==> src/design/arfm_defines.vh <==
// register offsets, field positions, reset values and encodings of the result formatter
`ifndef ARFM_DEFINES_VH
`define ARFM_DEFINES_VH
`define ARFM_OFF_SELECT 12'h000
`define ARFM_OFF_CTRL2 12'h004
`define ARFM_OFF_RES_LOW 12'h008
`define ARFM_OFF_RES_HIGH 12'h00C
`define ARFM_OFF_STATUS 12'h010
`define ARFM_OFF_MASK 12'h014
`define ARFM_SELECT_RESET 8'h00
`define ARFM_CTRL2_RESET 8'h00
`define ARFM_MASK_RESET 8'h00
`define ARFM_SEL_LADJ_BIT 5
`define ARFM_CTRL2_BIN_BIT 7
`define ARFM_CTRL2_IPR_BIT 5
`define ARFM_STAT_DONE_BIT 0
`define ARFM_STAT_SAT_BIT 1
`define ARFM_CHAN_TEMP 4'hF
`define ARFM_CODE_MAX 10'h3FF
`define ARFM_CODE_ZERO 10'h000
`define ARFM_BIP_MAX 11'sh1FF
`define ARFM_BIP_MIN -11'sh200
`define ARFM_GAIN_HIGH 5'h14
`define ARFM_GAIN_UNITY 5'h01
`endif

==> src/design/arfm_chan_decode.v <==
// decodes the channel select field into input kind and gain
`timescale 1ns/100ps
`default_nettype none
`include "arfm_defines.vh"
module arfm_chan_decode (
  input wire [3:0] channel_select,
  output reg differential,
  output reg high_gain,
  output reg temp_sensor_enable
);
  // codes 4..11 are differential pairs, odd codes among them take gain twenty
  always @* begin
    differential = (channel_select >= 4'h4) && (channel_select <= 4'hB);
    high_gain = differential && channel_select[0];
    temp_sensor_enable = (channel_select == `ARFM_CHAN_TEMP);
  end
endmodule
`default_nettype wire

==> src/design/arfm_formatter.v <==
// turns a raw signed difference or level into the 10-bit result code
`timescale 1ns/100ps
`default_nettype none
`include "arfm_defines.vh"
module arfm_formatter (
  input wire [10:0] raw_value,
  input wire differential,
  input wire bipolar,
  input wire high_gain,
  output reg [9:0] code,
  output reg saturated
);
  reg signed [16:0] scaled;
  reg signed [16:0] halved;
  // raw_value is the signed difference in unipolar lsb units (x1024/vref)
  always @* begin
    scaled = $signed(raw_value) * $signed({12'h000, high_gain ? `ARFM_GAIN_HIGH :
      `ARFM_GAIN_UNITY});
    halved = scaled >>> 1;
    saturated = 1'b0;
    code = `ARFM_CODE_ZERO;
    if (!differential) begin
      // single-ended: level counts straight, negative levels clip to zero
      if (raw_value[10]) begin
        code = `ARFM_CODE_ZERO;
        saturated = 1'b1;
      end else if (raw_value[9:0] > `ARFM_CODE_MAX) begin
        code = `ARFM_CODE_MAX;
      end else begin
        code = raw_value[9:0];
      end
    end else if (!bipolar) begin
      // unipolar: negative differences clamp at zero
      if (scaled < 0) begin
        code = `ARFM_CODE_ZERO;
        saturated = 1'b1;
      end else if (scaled > $signed({7'h00, `ARFM_CODE_MAX})) begin
        code = `ARFM_CODE_MAX;
        saturated = 1'b1;
      end else begin
        code = scaled[9:0];
      end
    end else begin
      // bipolar: half scale, two's complement, bit 9 is the sign
      if (halved > $signed({{6{1'b0}}, `ARFM_BIP_MAX})) begin
        code = 10'h1FF;
        saturated = 1'b1;
      end else if (halved < $signed({{6{1'b1}}, `ARFM_BIP_MIN})) begin
        code = 10'h200;
        saturated = 1'b1;
      end else begin
        code = halved[9:0];
      end
    end
  end
endmodule
`default_nettype wire

==> src/design/arfm_result_mux.v <==
// result formatting and channel/reference selection block with an ahb-lite slave
//
// Chosen here: the placing of the registers and the AHB-Lite interface to the registers.
`timescale 1ns/100ps
`default_nettype none
`include "arfm_defines.vh"
module arfm_result_mux (
  input wire hclk,
  input wire hresetn,
  input wire hsel,
  input wire [11:0] haddr,
  input wire [1:0] htrans,
  input wire hwrite,
  input wire [2:0] hsize,
  input wire [31:0] hwdata,
  input wire hready,
  output reg [31:0] hrdata,
  output wire hreadyout,
  output wire hresp,
  input wire conv_start,
  input wire conv_done,
  input wire [10:0] conv_raw,
  output reg conv_busy,
  output reg [3:0] active_channel,
  output reg [2:0] active_reference,
  output reg active_high_gain,
  output reg active_differential,
  output reg temp_sensor_enable,
  output reg polarity_reverse,
  output wire irq
);
  // slave state machine, one-hot
  localparam [1:0] ST_IDLE = 2'b01;
  localparam [1:0] ST_DATA = 2'b10;
  reg [1:0] state;
  reg [1:0] next_state;
  reg [11:0] addr_q;
  reg write_q;
  reg [7:0] channel_reference_select;
  reg [7:0] control_status_second;
  reg [9:0] result_code;
  reg [1:0] status;
  reg [1:0] mask;
  wire conversion_done_flag;
  wire [1:0] event_set;
  wire [1:0] next_status;
  wire status_read;
  wire sel_load;
  wire [3:0] channel_select;
  wire [2:0] reference_select;
  wire left_adjust;
  wire bipolar_select;
  wire dec_diff;
  wire dec_gain;
  wire dec_temp;
  wire [9:0] fmt_code;
  wire fmt_sat;
  wire take;
  wire do_write;
  wire do_read;
  reg [7:0] result_low_byte;
  reg [7:0] result_high_byte;

  assign channel_select = channel_reference_select[3:0];
  assign reference_select = {channel_reference_select[4], channel_reference_select[7:6]};
  assign left_adjust = channel_reference_select[`ARFM_SEL_LADJ_BIT];
  assign bipolar_select = control_status_second[`ARFM_CTRL2_BIN_BIT];

  // decode of the live selection for the converter's next conversion
  arfm_chan_decode u_decode (
    .channel_select(channel_select),
    .differential(dec_diff),
    .high_gain(dec_gain),
    .temp_sensor_enable(dec_temp)
  );

  // formatting uses the gain and input kind latched for the running conversion, and the live bipolar bit
  arfm_formatter u_format (
    .raw_value(conv_raw),
    .differential(active_differential),
    .bipolar(bipolar_select),
    .high_gain(active_high_gain),
    .code(fmt_code),
    .saturated(fmt_sat)
  );

  // bus handshake: zero wait states, always okay
  assign hreadyout = 1'b1;
  assign hresp = 1'b0;
  assign take = hsel && hready && htrans[1];

  always @* begin
    case (state)
      ST_IDLE: next_state = take ? ST_DATA : ST_IDLE;
      ST_DATA: next_state = take ? ST_DATA : ST_IDLE;
      default: next_state = ST_IDLE;
    endcase
  end

  // address phase capture
  always @(posedge hclk or negedge hresetn) begin
    if (!hresetn) begin
      state <= ST_IDLE;
      addr_q <= 12'h000;
      write_q <= 1'b0;
    end else begin
      state <= next_state;
      if (take) begin
        addr_q <= haddr;
        write_q <= hwrite;
      end
    end
  end

  assign do_write = (state == ST_DATA) && write_q;
  assign do_read = (state == ST_DATA) && !write_q;

  // a status read in its data phase clears the sticky bits
  assign status_read = do_read && (addr_q == `ARFM_OFF_STATUS);

  // software-written configuration registers
  always @(posedge hclk or negedge hresetn) begin
    if (!hresetn) begin
      channel_reference_select <= `ARFM_SELECT_RESET;
      control_status_second <= `ARFM_CTRL2_RESET;
      mask <= 2'h0;
    end else if (do_write) begin
      case (addr_q)
        `ARFM_OFF_SELECT: channel_reference_select <= hwdata[7:0];
        `ARFM_OFF_CTRL2: control_status_second <= hwdata[7:0];
        `ARFM_OFF_MASK: mask <= hwdata[1:0];
        default: mask <= mask;
      endcase
    end
  end

  // the selection tracks software while idle and reloads on the completing edge
  assign sel_load = !conv_busy || conv_done;

  // converter-facing selection, frozen while a conversion runs
  always @(posedge hclk or negedge hresetn) begin
    if (!hresetn) begin
      conv_busy <= 1'b0;
      active_channel <= 4'h0;
      active_reference <= 3'h0;
      active_high_gain <= 1'b0;
      active_differential <= 1'b0;
      temp_sensor_enable <= 1'b0;
      polarity_reverse <= 1'b0;
    end else begin
      if (conv_done) begin
        conv_busy <= 1'b0;
      end else if (conv_start) begin
        conv_busy <= 1'b1;
      end
      if (sel_load) begin
        active_channel <= channel_select;
        active_reference <= reference_select;
        active_high_gain <= dec_gain;
        active_differential <= dec_diff;
        temp_sensor_enable <= dec_temp;
        polarity_reverse <= control_status_second[`ARFM_CTRL2_IPR_BIT];
      end
    end
  end

  // result lands on the same edge that sets the done flag
  always @(posedge hclk or negedge hresetn) begin
    if (!hresetn) begin
      result_code <= 10'h000;
    end else if (conv_done) begin
      result_code <= fmt_code;
    end
  end

  // events that set the sticky bits: completion, and completion with a clipped code
  assign event_set[`ARFM_STAT_DONE_BIT] = conv_done;
  assign event_set[`ARFM_STAT_SAT_BIT] = conv_done && fmt_sat;

  // per-bit sticky update, set wins over the clearing read
  genvar gi;
  generate
    for (gi = 0; gi < 2; gi = gi + 1) begin : g_sticky
      assign next_status[gi] = event_set[gi] || (status[gi] && !status_read);
    end
  endgenerate

  // sticky event bits
  always @(posedge hclk or negedge hresetn) begin
    if (!hresetn) begin
      status <= 2'h0;
    end else begin
      status <= next_status;
    end
  end

  // done flag is the sticky completion bit, set on the result's edge
  assign conversion_done_flag = status[`ARFM_STAT_DONE_BIT];

  assign irq = |(status & mask);

  // justification follows the live left adjust bit
  always @* begin
    if (left_adjust) begin
      result_high_byte = result_code[9:2];
      result_low_byte = {result_code[1:0], 6'h00};
    end else begin
      result_high_byte = {6'h00, result_code[9:8]};
      result_low_byte = result_code[7:0];
    end
  end

  // read data, driven from the registers during the read data phase only
  always @* begin
    hrdata = 32'h00000000;
    if (do_read) begin
      case (addr_q)
        `ARFM_OFF_SELECT: hrdata = {24'h000000, channel_reference_select};
        `ARFM_OFF_CTRL2: hrdata = {24'h000000, control_status_second};
        `ARFM_OFF_RES_LOW: hrdata = {24'h000000, result_low_byte};
        `ARFM_OFF_RES_HIGH: hrdata = {24'h000000, result_high_byte};
        `ARFM_OFF_STATUS: hrdata = {29'h0000000, conv_busy, status[`ARFM_STAT_SAT_BIT],
          conversion_done_flag};
        `ARFM_OFF_MASK: hrdata = {30'h0000000, mask};
        default: hrdata = 32'h00000000;
      endcase
    end
  end
endmodule
`default_nettype wire

==> config.mk <==
export PLATFORM = sky130hd
export DESIGN_NAME = arfm_result_mux
export DESIGN_NICKNAME = d
export VERILOG_FILES = /design/src/design/arfm_chan_decode.v /design/src/design/arfm_formatter.v /design/src/design/arfm_result_mux.v
export VERILOG_INCLUDE_DIRS = /design/src /design/src/design
export SDC_FILE = /design/constraint.sdc
export NUM_CORES = 1
export LEC_CHECK = 0
export BUFFER_PORTS_ARGS = -buffer_cell sky130_fd_sc_hd__buf_2
export CAP_MARGIN = 20
export CORE_ASPECT_RATIO = 0.7
export CORE_MARGIN = 1.5
export CORE_UTILIZATION = 49
export DETAILED_ROUTE_END_ITERATION = 8
export PLACE_DENSITY = 0.8
export SYNTH_ARGS = -nofsm -noshare
export SYNTH_HDL_FRONTEND = slang
export SYNTH_SLANG_ARGS = --single-unit
==> constraint.sdc <==
create_clock -name hclk -period 4.1 [get_ports hclk]
set_input_delay 0.205 -clock hclk [delete_from_list [all_inputs] [get_ports hclk]]
set_output_delay 0.205 -clock hclk [all_outputs]
set_load 0.02 [all_outputs]
==> results.yml, run 1 <==
floorplanning:
  fp.coreArea_um2: 8580
  die-height_um: 82.2
  die_w_um: 116
  dieArea_um2: 9540
  row_count: 28
  start_util_pct: 51.1
  io_pins: 114
synthesis:
  synth_compound_area_share_pct: 17.9
  ys_async_sr_fraction_pct: 100
  synth_simple_gate_area_share_pct: 12.5
  synth_area_per_cell_um2: 9.95
  synth.distinct_cells: 68
  synth_mux_area_share_pct: 11.9
  synth_area_um2: 4390
  synthCells: 441
  yosysWarnings: 0
  synth_top_cell_area_share_pct: 31.9
  synth_top_flop_cell: "dfrtp_1"
  yosysSeqAreaShare_pct: 32.5
  synth_seq_cells: 57
  post-synth-top-area-cell: "dfrtp_1"
  synthXorXnorAreaFrac_pct: 2.00
  synth-adder-area-share_pct: 12.8
  synth_edf_count: 0
  synth.area.top_cells: "dfrtp_1 32%, mux2_2 9.2%, ha_1 8.3%"
  synth_top_family_by_area: "compound AO/OA/AOI/OAI gates"
route:
  avgViaCountPerCell: 5.90
  wl_per_cell_um: 18.3
  drc: 0
  firstDrtPassIters: 6
  drt_iter0_markers: 303
  drtAntennaViolNets: 0
  routed_wl_mm: 12.1
  via_count: 3911
layout:
  final_cell_mix: "59 x buf_2, 55 x dfrtp_1, 36 x inv_1, 36 x mux2_2, 35 x conb_1"
  drive_gt1_share_pct: 38.3
  fillerInstances: 641
  final_common_cell: "buf_2"
  final_net_count: 644
  layoutNonFillerInstCount: 663
  diodes: 0
  fin_util_pct: 64.8
  syn2layout_area_growth_pct: 26.7
cts:
  path_clk_slew_ns: 0.05
  clock_path_buffers: 2
  holdBufCountCts: 0
  cts_buffers: 9
  clock_sinks: 57
  cts_tree: "done"
  insertion_delay_ns: 0.33
  cts_root_buf: "clkbuf_16"
  htree_levels: 3
sta:
  slew_violations: 0
  tightest_slew_ns: 0.992
  final.setup.worst_slack_ns: 0.0543
  hold_viol: 0
  finalCritPeriodShare_pct: 98.7
  fmaxAchievable_mhz: 247
  clock_skew_ns: 0.00313
  tns_ns: 0
  relSlewSlack_pct: 33.7
  fin_crit_ns: 4.05
  setup_viol: 0
flow_run:
  maxCapViolCount: 0
critical_path:
  arrival_ns: 4.28
  cp_slowest_cell: "fa_1"
  critPathTopFamily: "simple AND/OR/NAND/NOR gates"
  critPathCapture: "result_code[7]"
  ff2ff_path_depth: 16
  timing.rr.end: "result_code[7]"
  path_common_cell: "ha_4"
  path_class: "reg -> reg"
  cp_num_cells: 16
  crit_fanout: 7
  max_stage_delay_ns: 0.51
  critPathCaptureType: "register"
  r2r-start: "active_high_gain"
  cp_num_buf_inv: 3
  crit_chain: "buf_12, and2_4, or2_4, ha_4, inv_1, fa_1, inv_2, ha_4, nand3_2, or3_4, nand2_8, o21ai_2, a2111o_1, o32ai_4, nand2_4, o221ai_2"
  cp_data_required_time_ns: 4.33
  startpoint_type: "register"
  crit_start: "active_high_gain"
  rrSetupSlack_ns: 0.05
min_path:
  worstHoldPathType: "in -> async"
global_routing:
  grt_pass1_wl_mm: 18.1
  overflow: 0
  grt_max_degree: 58
  grt_pass1_vias: 3685
  grt_usage_pct: 24.7
  antenna_found_initial: 0
placed_design:
  dpl.cell_count: 637
  portBuffers: 59
  dp_slack_ns: -0.160
  hpwl_mm: 8.35
  gp_congestion: 0.907
status:
  status: "finished clean"
power_and_ir_drop:
  power.density_nw_per_um2: 463
  vdd_ir_drop_max_v: 0.000393
  power.static_leakage_nw: 2.62
## power by group
part | switching, mW | internal, mW | total, mW
logic | 0.605 | 0.525 | 1.13
registers | 0.0760 | 0.634 | 0.710
clock network | 0.252 | 0.483 | 0.735
## flip-flops by register name, indices dropped and copies added (netlist names)
| register | cells |
|---|---|
| state | 2 |
| channel_reference_select | 8 |
| mask | 2 |
| result_code | 10 |
| active_channel | 4 |
| active_reference | 3 |
| status | 2 |
| write_q | 1 |
| control_status_second | 8 |
| polarity_reverse | 1 |
| addr_q | 12 |
| active_high_gain | 1 |
| active_differential | 1 |
| conv_busy | 1 |
| temp_sensor_enable | 1 |
## worst min-delay path by stage
stage	start	to	slack, ns	cells past startpoint
final	hresetn	addr_q[1]	0.006	2
after global routing	hresetn	addr_q[11]	0.07	2
after CTS	hresetn	addr_q[1]	0.04	2
after detailed placement	hresetn	addr_q[11]	0.38	2
after global placement	hresetn	addr_q[0]	0.37	2
after floorplan	hresetn	active_channel[0]	-0.09	0
## Yosys cell counts, types with 2 or more instances
library cell	instances
a211oi_1	4
a211oi_2	2
a21o_1	11
a21oi_1	26
a221oi_1	3
a222oi_1	6
a22o_1	2
a22oi_1	10
a31oi_1	3
and2_1	14
and3_1	3
buf_2	3
buf_4	26
clkbuf_1	9
conb_1	2
dfrtp_1	56
fa_1	10
ha_1	29
inv_1	43
mux2_1	7
mux2_2	36
mux2i_1	4
nand2_1	22
nand2_2	2
nand2b_1	3
nand3_1	9
nand4_1	3
nor2_1	12
nor2_2	2
nor2b_1	5
nor3_1	5
nor4_1	3
o21ai_0	12
o21ai_1	4
o221ai_1	7
or2_2	2
or3_4	2
xnor2_1	7
xor2_1	3
## logic make-up after synthesis
family                   count (synthesis)
AO/OA/AOI/OAI                          106
AND/OR/NAND/NOR                         96
buffers and inverters                   84
flip-flops                              57
multiplexers                            47
adder cells (fa/ha/maj)                 39
XOR/XNOR                                10
other                                    2
## stage by stage
| step | total power [mW] | hold slack (ns) | cell area (um2) |
|---|---|---|---|
| 5_1_grt | 2.70 | 0.0739 | 5560 |
| 6_report | 2.58 | 0.00646 | 5560 |
| 2_1_floorplan | 1.35 | -0.0906 | 4520 |
| 3_3_place_gp | 1.54 | 0.371 | 4890 |
| 3_5_place_dp | 1.58 | 0.378 | 4890 |
| 4_1_cts | 2.35 | 0.0388 | 5240 |
## routing by layer
metal  global-route usage (%)  part of all wire [%]  vias up
li1                         -                     -     1726
met1                     34.1                    43     1887
met2                     39.5                    46      254
met3                     6.42                   8.5       44
met4                     5.24                   2.5        0
met5                        0                     0        -
## layout make-up
cell class	instances	area (um2)	share of cell area, %
Multi-Input combinational cell	333	2930	52.7
Sequential cell	57	1430	25.7
Timing Repair Buffer	94	591	10.6
Clock buffer	11	243	4.36
Inverter	43	161	2.90
Tap cell	120	150	2.70
Clock inverter	5	55.1	0.990
## repair_timing
item / in CTS / in global routing
setup buffers: 1 / 8
resized for setup: 8 / 43
setup endpoints to repair: 10 / 11
pin swaps: 8 / 34
Power figures use the tool's default switching activity.
==> inputs of run 2 (changes only) <==
Settings changed: CORE_ASPECT_RATIO 0.7 to 0.75, CORE_UTILIZATION 49 to 30, PLACE_DENSITY 0.8 to 0.52.
Clock period 4.1 ns to 3.8 ns, I/O delays scaled along.
==> run 2 against run 1 <==
The flow now finishes with violations (negative setup slack); critical path depth increased by 4; largest cell class unchanged; total power grew 7.1%; non-clock buffer count is 19 higher; critical path type unchanged; largest power group unchanged; combinational power is 12% higher; sequential share of layout area shrank 1.3 points; count of clock-buffer cells in the layout shrank 1.
==> results.yml, run 2 (synthesis results as in run 1) <==
floorplanning:
  io_pins: 114
  die_w_um: 143
  fp.coreArea_um2: 14400
  start_util_pct: 30.6
  dieArea_um2: 15400
  row_count: 38
  die-height_um: 108
layout:
  final_net_count: 664
  final_common_cell: "buf_2"
  syn2layout_area_growth_pct: 33.7
  fillerInstances: 1448
  final_cell_mix: "59 x buf_2, 55 x dfrtp_1, 42 x buf_4, 36 x mux2_2"
  largest_reg_flops: 12
  drive_gt1_share_pct: 41.2
  seq_area_um2: 1430
  largest_register: "addr_q"
  diodes: 0
  fin_util_pct: 40.9
  largestRegisters: "addr_q (12), result_code (10)"
  multi_input_area_um2: 3000
critical_path:
  startpoint_type: "register"
  arrival_ns: 4.17
  crit_fanout: 7
  path_class: "reg -> reg"
  ff2ff_path_depth: 20
  critPathCaptureType: "register"
  cp_data_required_time_ns: 4.04
min_path:
  worstHoldPathType: "in -> async"
cts:
  clock_sinks: 57
  cts_tree: "done"
  clock_path_buffers: 2
  cts_root_buf: "clkbuf_16"
  holdBufCountCts: 0
  cts_buffers: 9
  path_clk_slew_ns: 0.05
  htree_levels: 3
  insertion_delay_ns: 0.33
sta:
  fmaxAchievable_mhz: 254
  clock_skew_ns: 0.00614
  hold_ws_ns: 0.00210
  relSlewSlack_pct: 31.5
  hold_viol: 0
  finalCritPeriodShare_pct: 103
  tightest_slew_ns: 1.02
  slew_violations: 0
  setup_viol: 10
  final.setup.worst_slack_ns: -0.132
  fin_crit_ns: 3.93
  tns_ns: -1.05
  rsz0062_at_grt: "true"
placed_design:
  hpwl_mm: 9.01
  gp_congestion: 0.817
  portBuffers: 59
status:
  status: "complete, but fails checks"
  violations: "negative setup slack"
power_and_ir_drop:
  vdd_ir_drop_max_v: 0.000227
  power.static_leakage_nw: 2.72
  power.density_nw_per_um2: 470
route:
  wl_per_cell_um: 15.7
  via_count: 3771
  drtAntennaViolNets: 0
  drc: 0
  avgViaCountPerCell: 4.94
  routed_wl_mm: 12.0
  drt_iter0_markers: 246
  firstDrtPassIters: 7
global_routing:
  grt_pass1_wl_mm: 19.0
  grt_usage_pct: 15.9
  grt_max_degree: 58
  antenna_found_initial: 0
  grt_pass1_vias: 3631
  overflow: 0
flow_run:
  maxCapViolCount: 0
run 2: what timing repair did:
| item | in CTS | in global routing |
|---|---|---|
| resized for setup | 37 | 20 |
| endpoints found under the setup margin | 11 | 11 |
| cloned | 0 | 1 |
| buffers inserted | 8 | 6 |
| pin swaps | 25 | 17 |
run 2: layer usage:
layer	vias to the layer above	global-route usage, %	routed length (um)
li1	1763	-	-
met1	1880	22.0	5730
met2	111	25.0	5430
met3	17	3.29	591
met4	0	4.86	216
met5	-	0	0
run 2: power breakdown:
part	internal, mW	switching [mW]
clock network	0.435	0.292
registers	0.684	0.0750
logic	0.616	0.656
total	1.74	1.02
run 2: metrics by stage:
step	worst slack, ns	power [mW]	area (um2)	std cells
2_1_floorplan	0.000670	1.52	4650	474
3_3_place_gp	-0.192	1.80	5200	732
3_5_place_dp	-0.208	1.81	5200	732
4_1_cts	-0.146	2.69	5710	756
5_1_grt	-0.282	2.92	5870	763
6_report	-0.132	2.76	5870	763
run 2: worst max-delay path, cell delays in order, from the launching register on:
cell,delay [ns]
dfrtp_2,0.45
buf_6,0.13
inv_6,0.04
nand2_4,0.06
inv_4,0.05
or2_4,0.25
ha_4,0.25
inv_1,0.04
fa_1,0.55
inv_2,0.05
ha_4,0.27
nand3_2,0.06
or3_4,0.38
buf_12,0.15
a211oi_4,0.27
nor3_4,0.09
buf_12,0.16
a31oi_4,0.18
buf_6,0.17
a21oi_1,0.06
o221ai_1,0.16
run 2: worst paths after layout:
kind	start	end	slack, ns
max	active_high_gain	result_code[4]	-0.13
max in group asynchronous	hresetn	active_high_gain	3.26
min in group hclk	haddr[5]	addr_q[5]	0.09
min	hresetn	addr_q[8]	0.002
max reg2reg	active_high_gain	result_code[4]	-0.13
min reg2reg	control_status_second[6]	control_status_second[6]	0.49
run 2: cell type report:
| cell class | instances | share of cell area, % |
|---|---|---|
| inverter | 43 | 2.88 |
| clock inverter | 6 | 0.597 |
| sequential | 57 | 24.4 |
| timing repair buffer | 113 | 12.9 |
| tap | 200 | 4.27 |
| multi-input combinational | 334 | 51.1 |
| clock buffer | 10 | 3.90 |
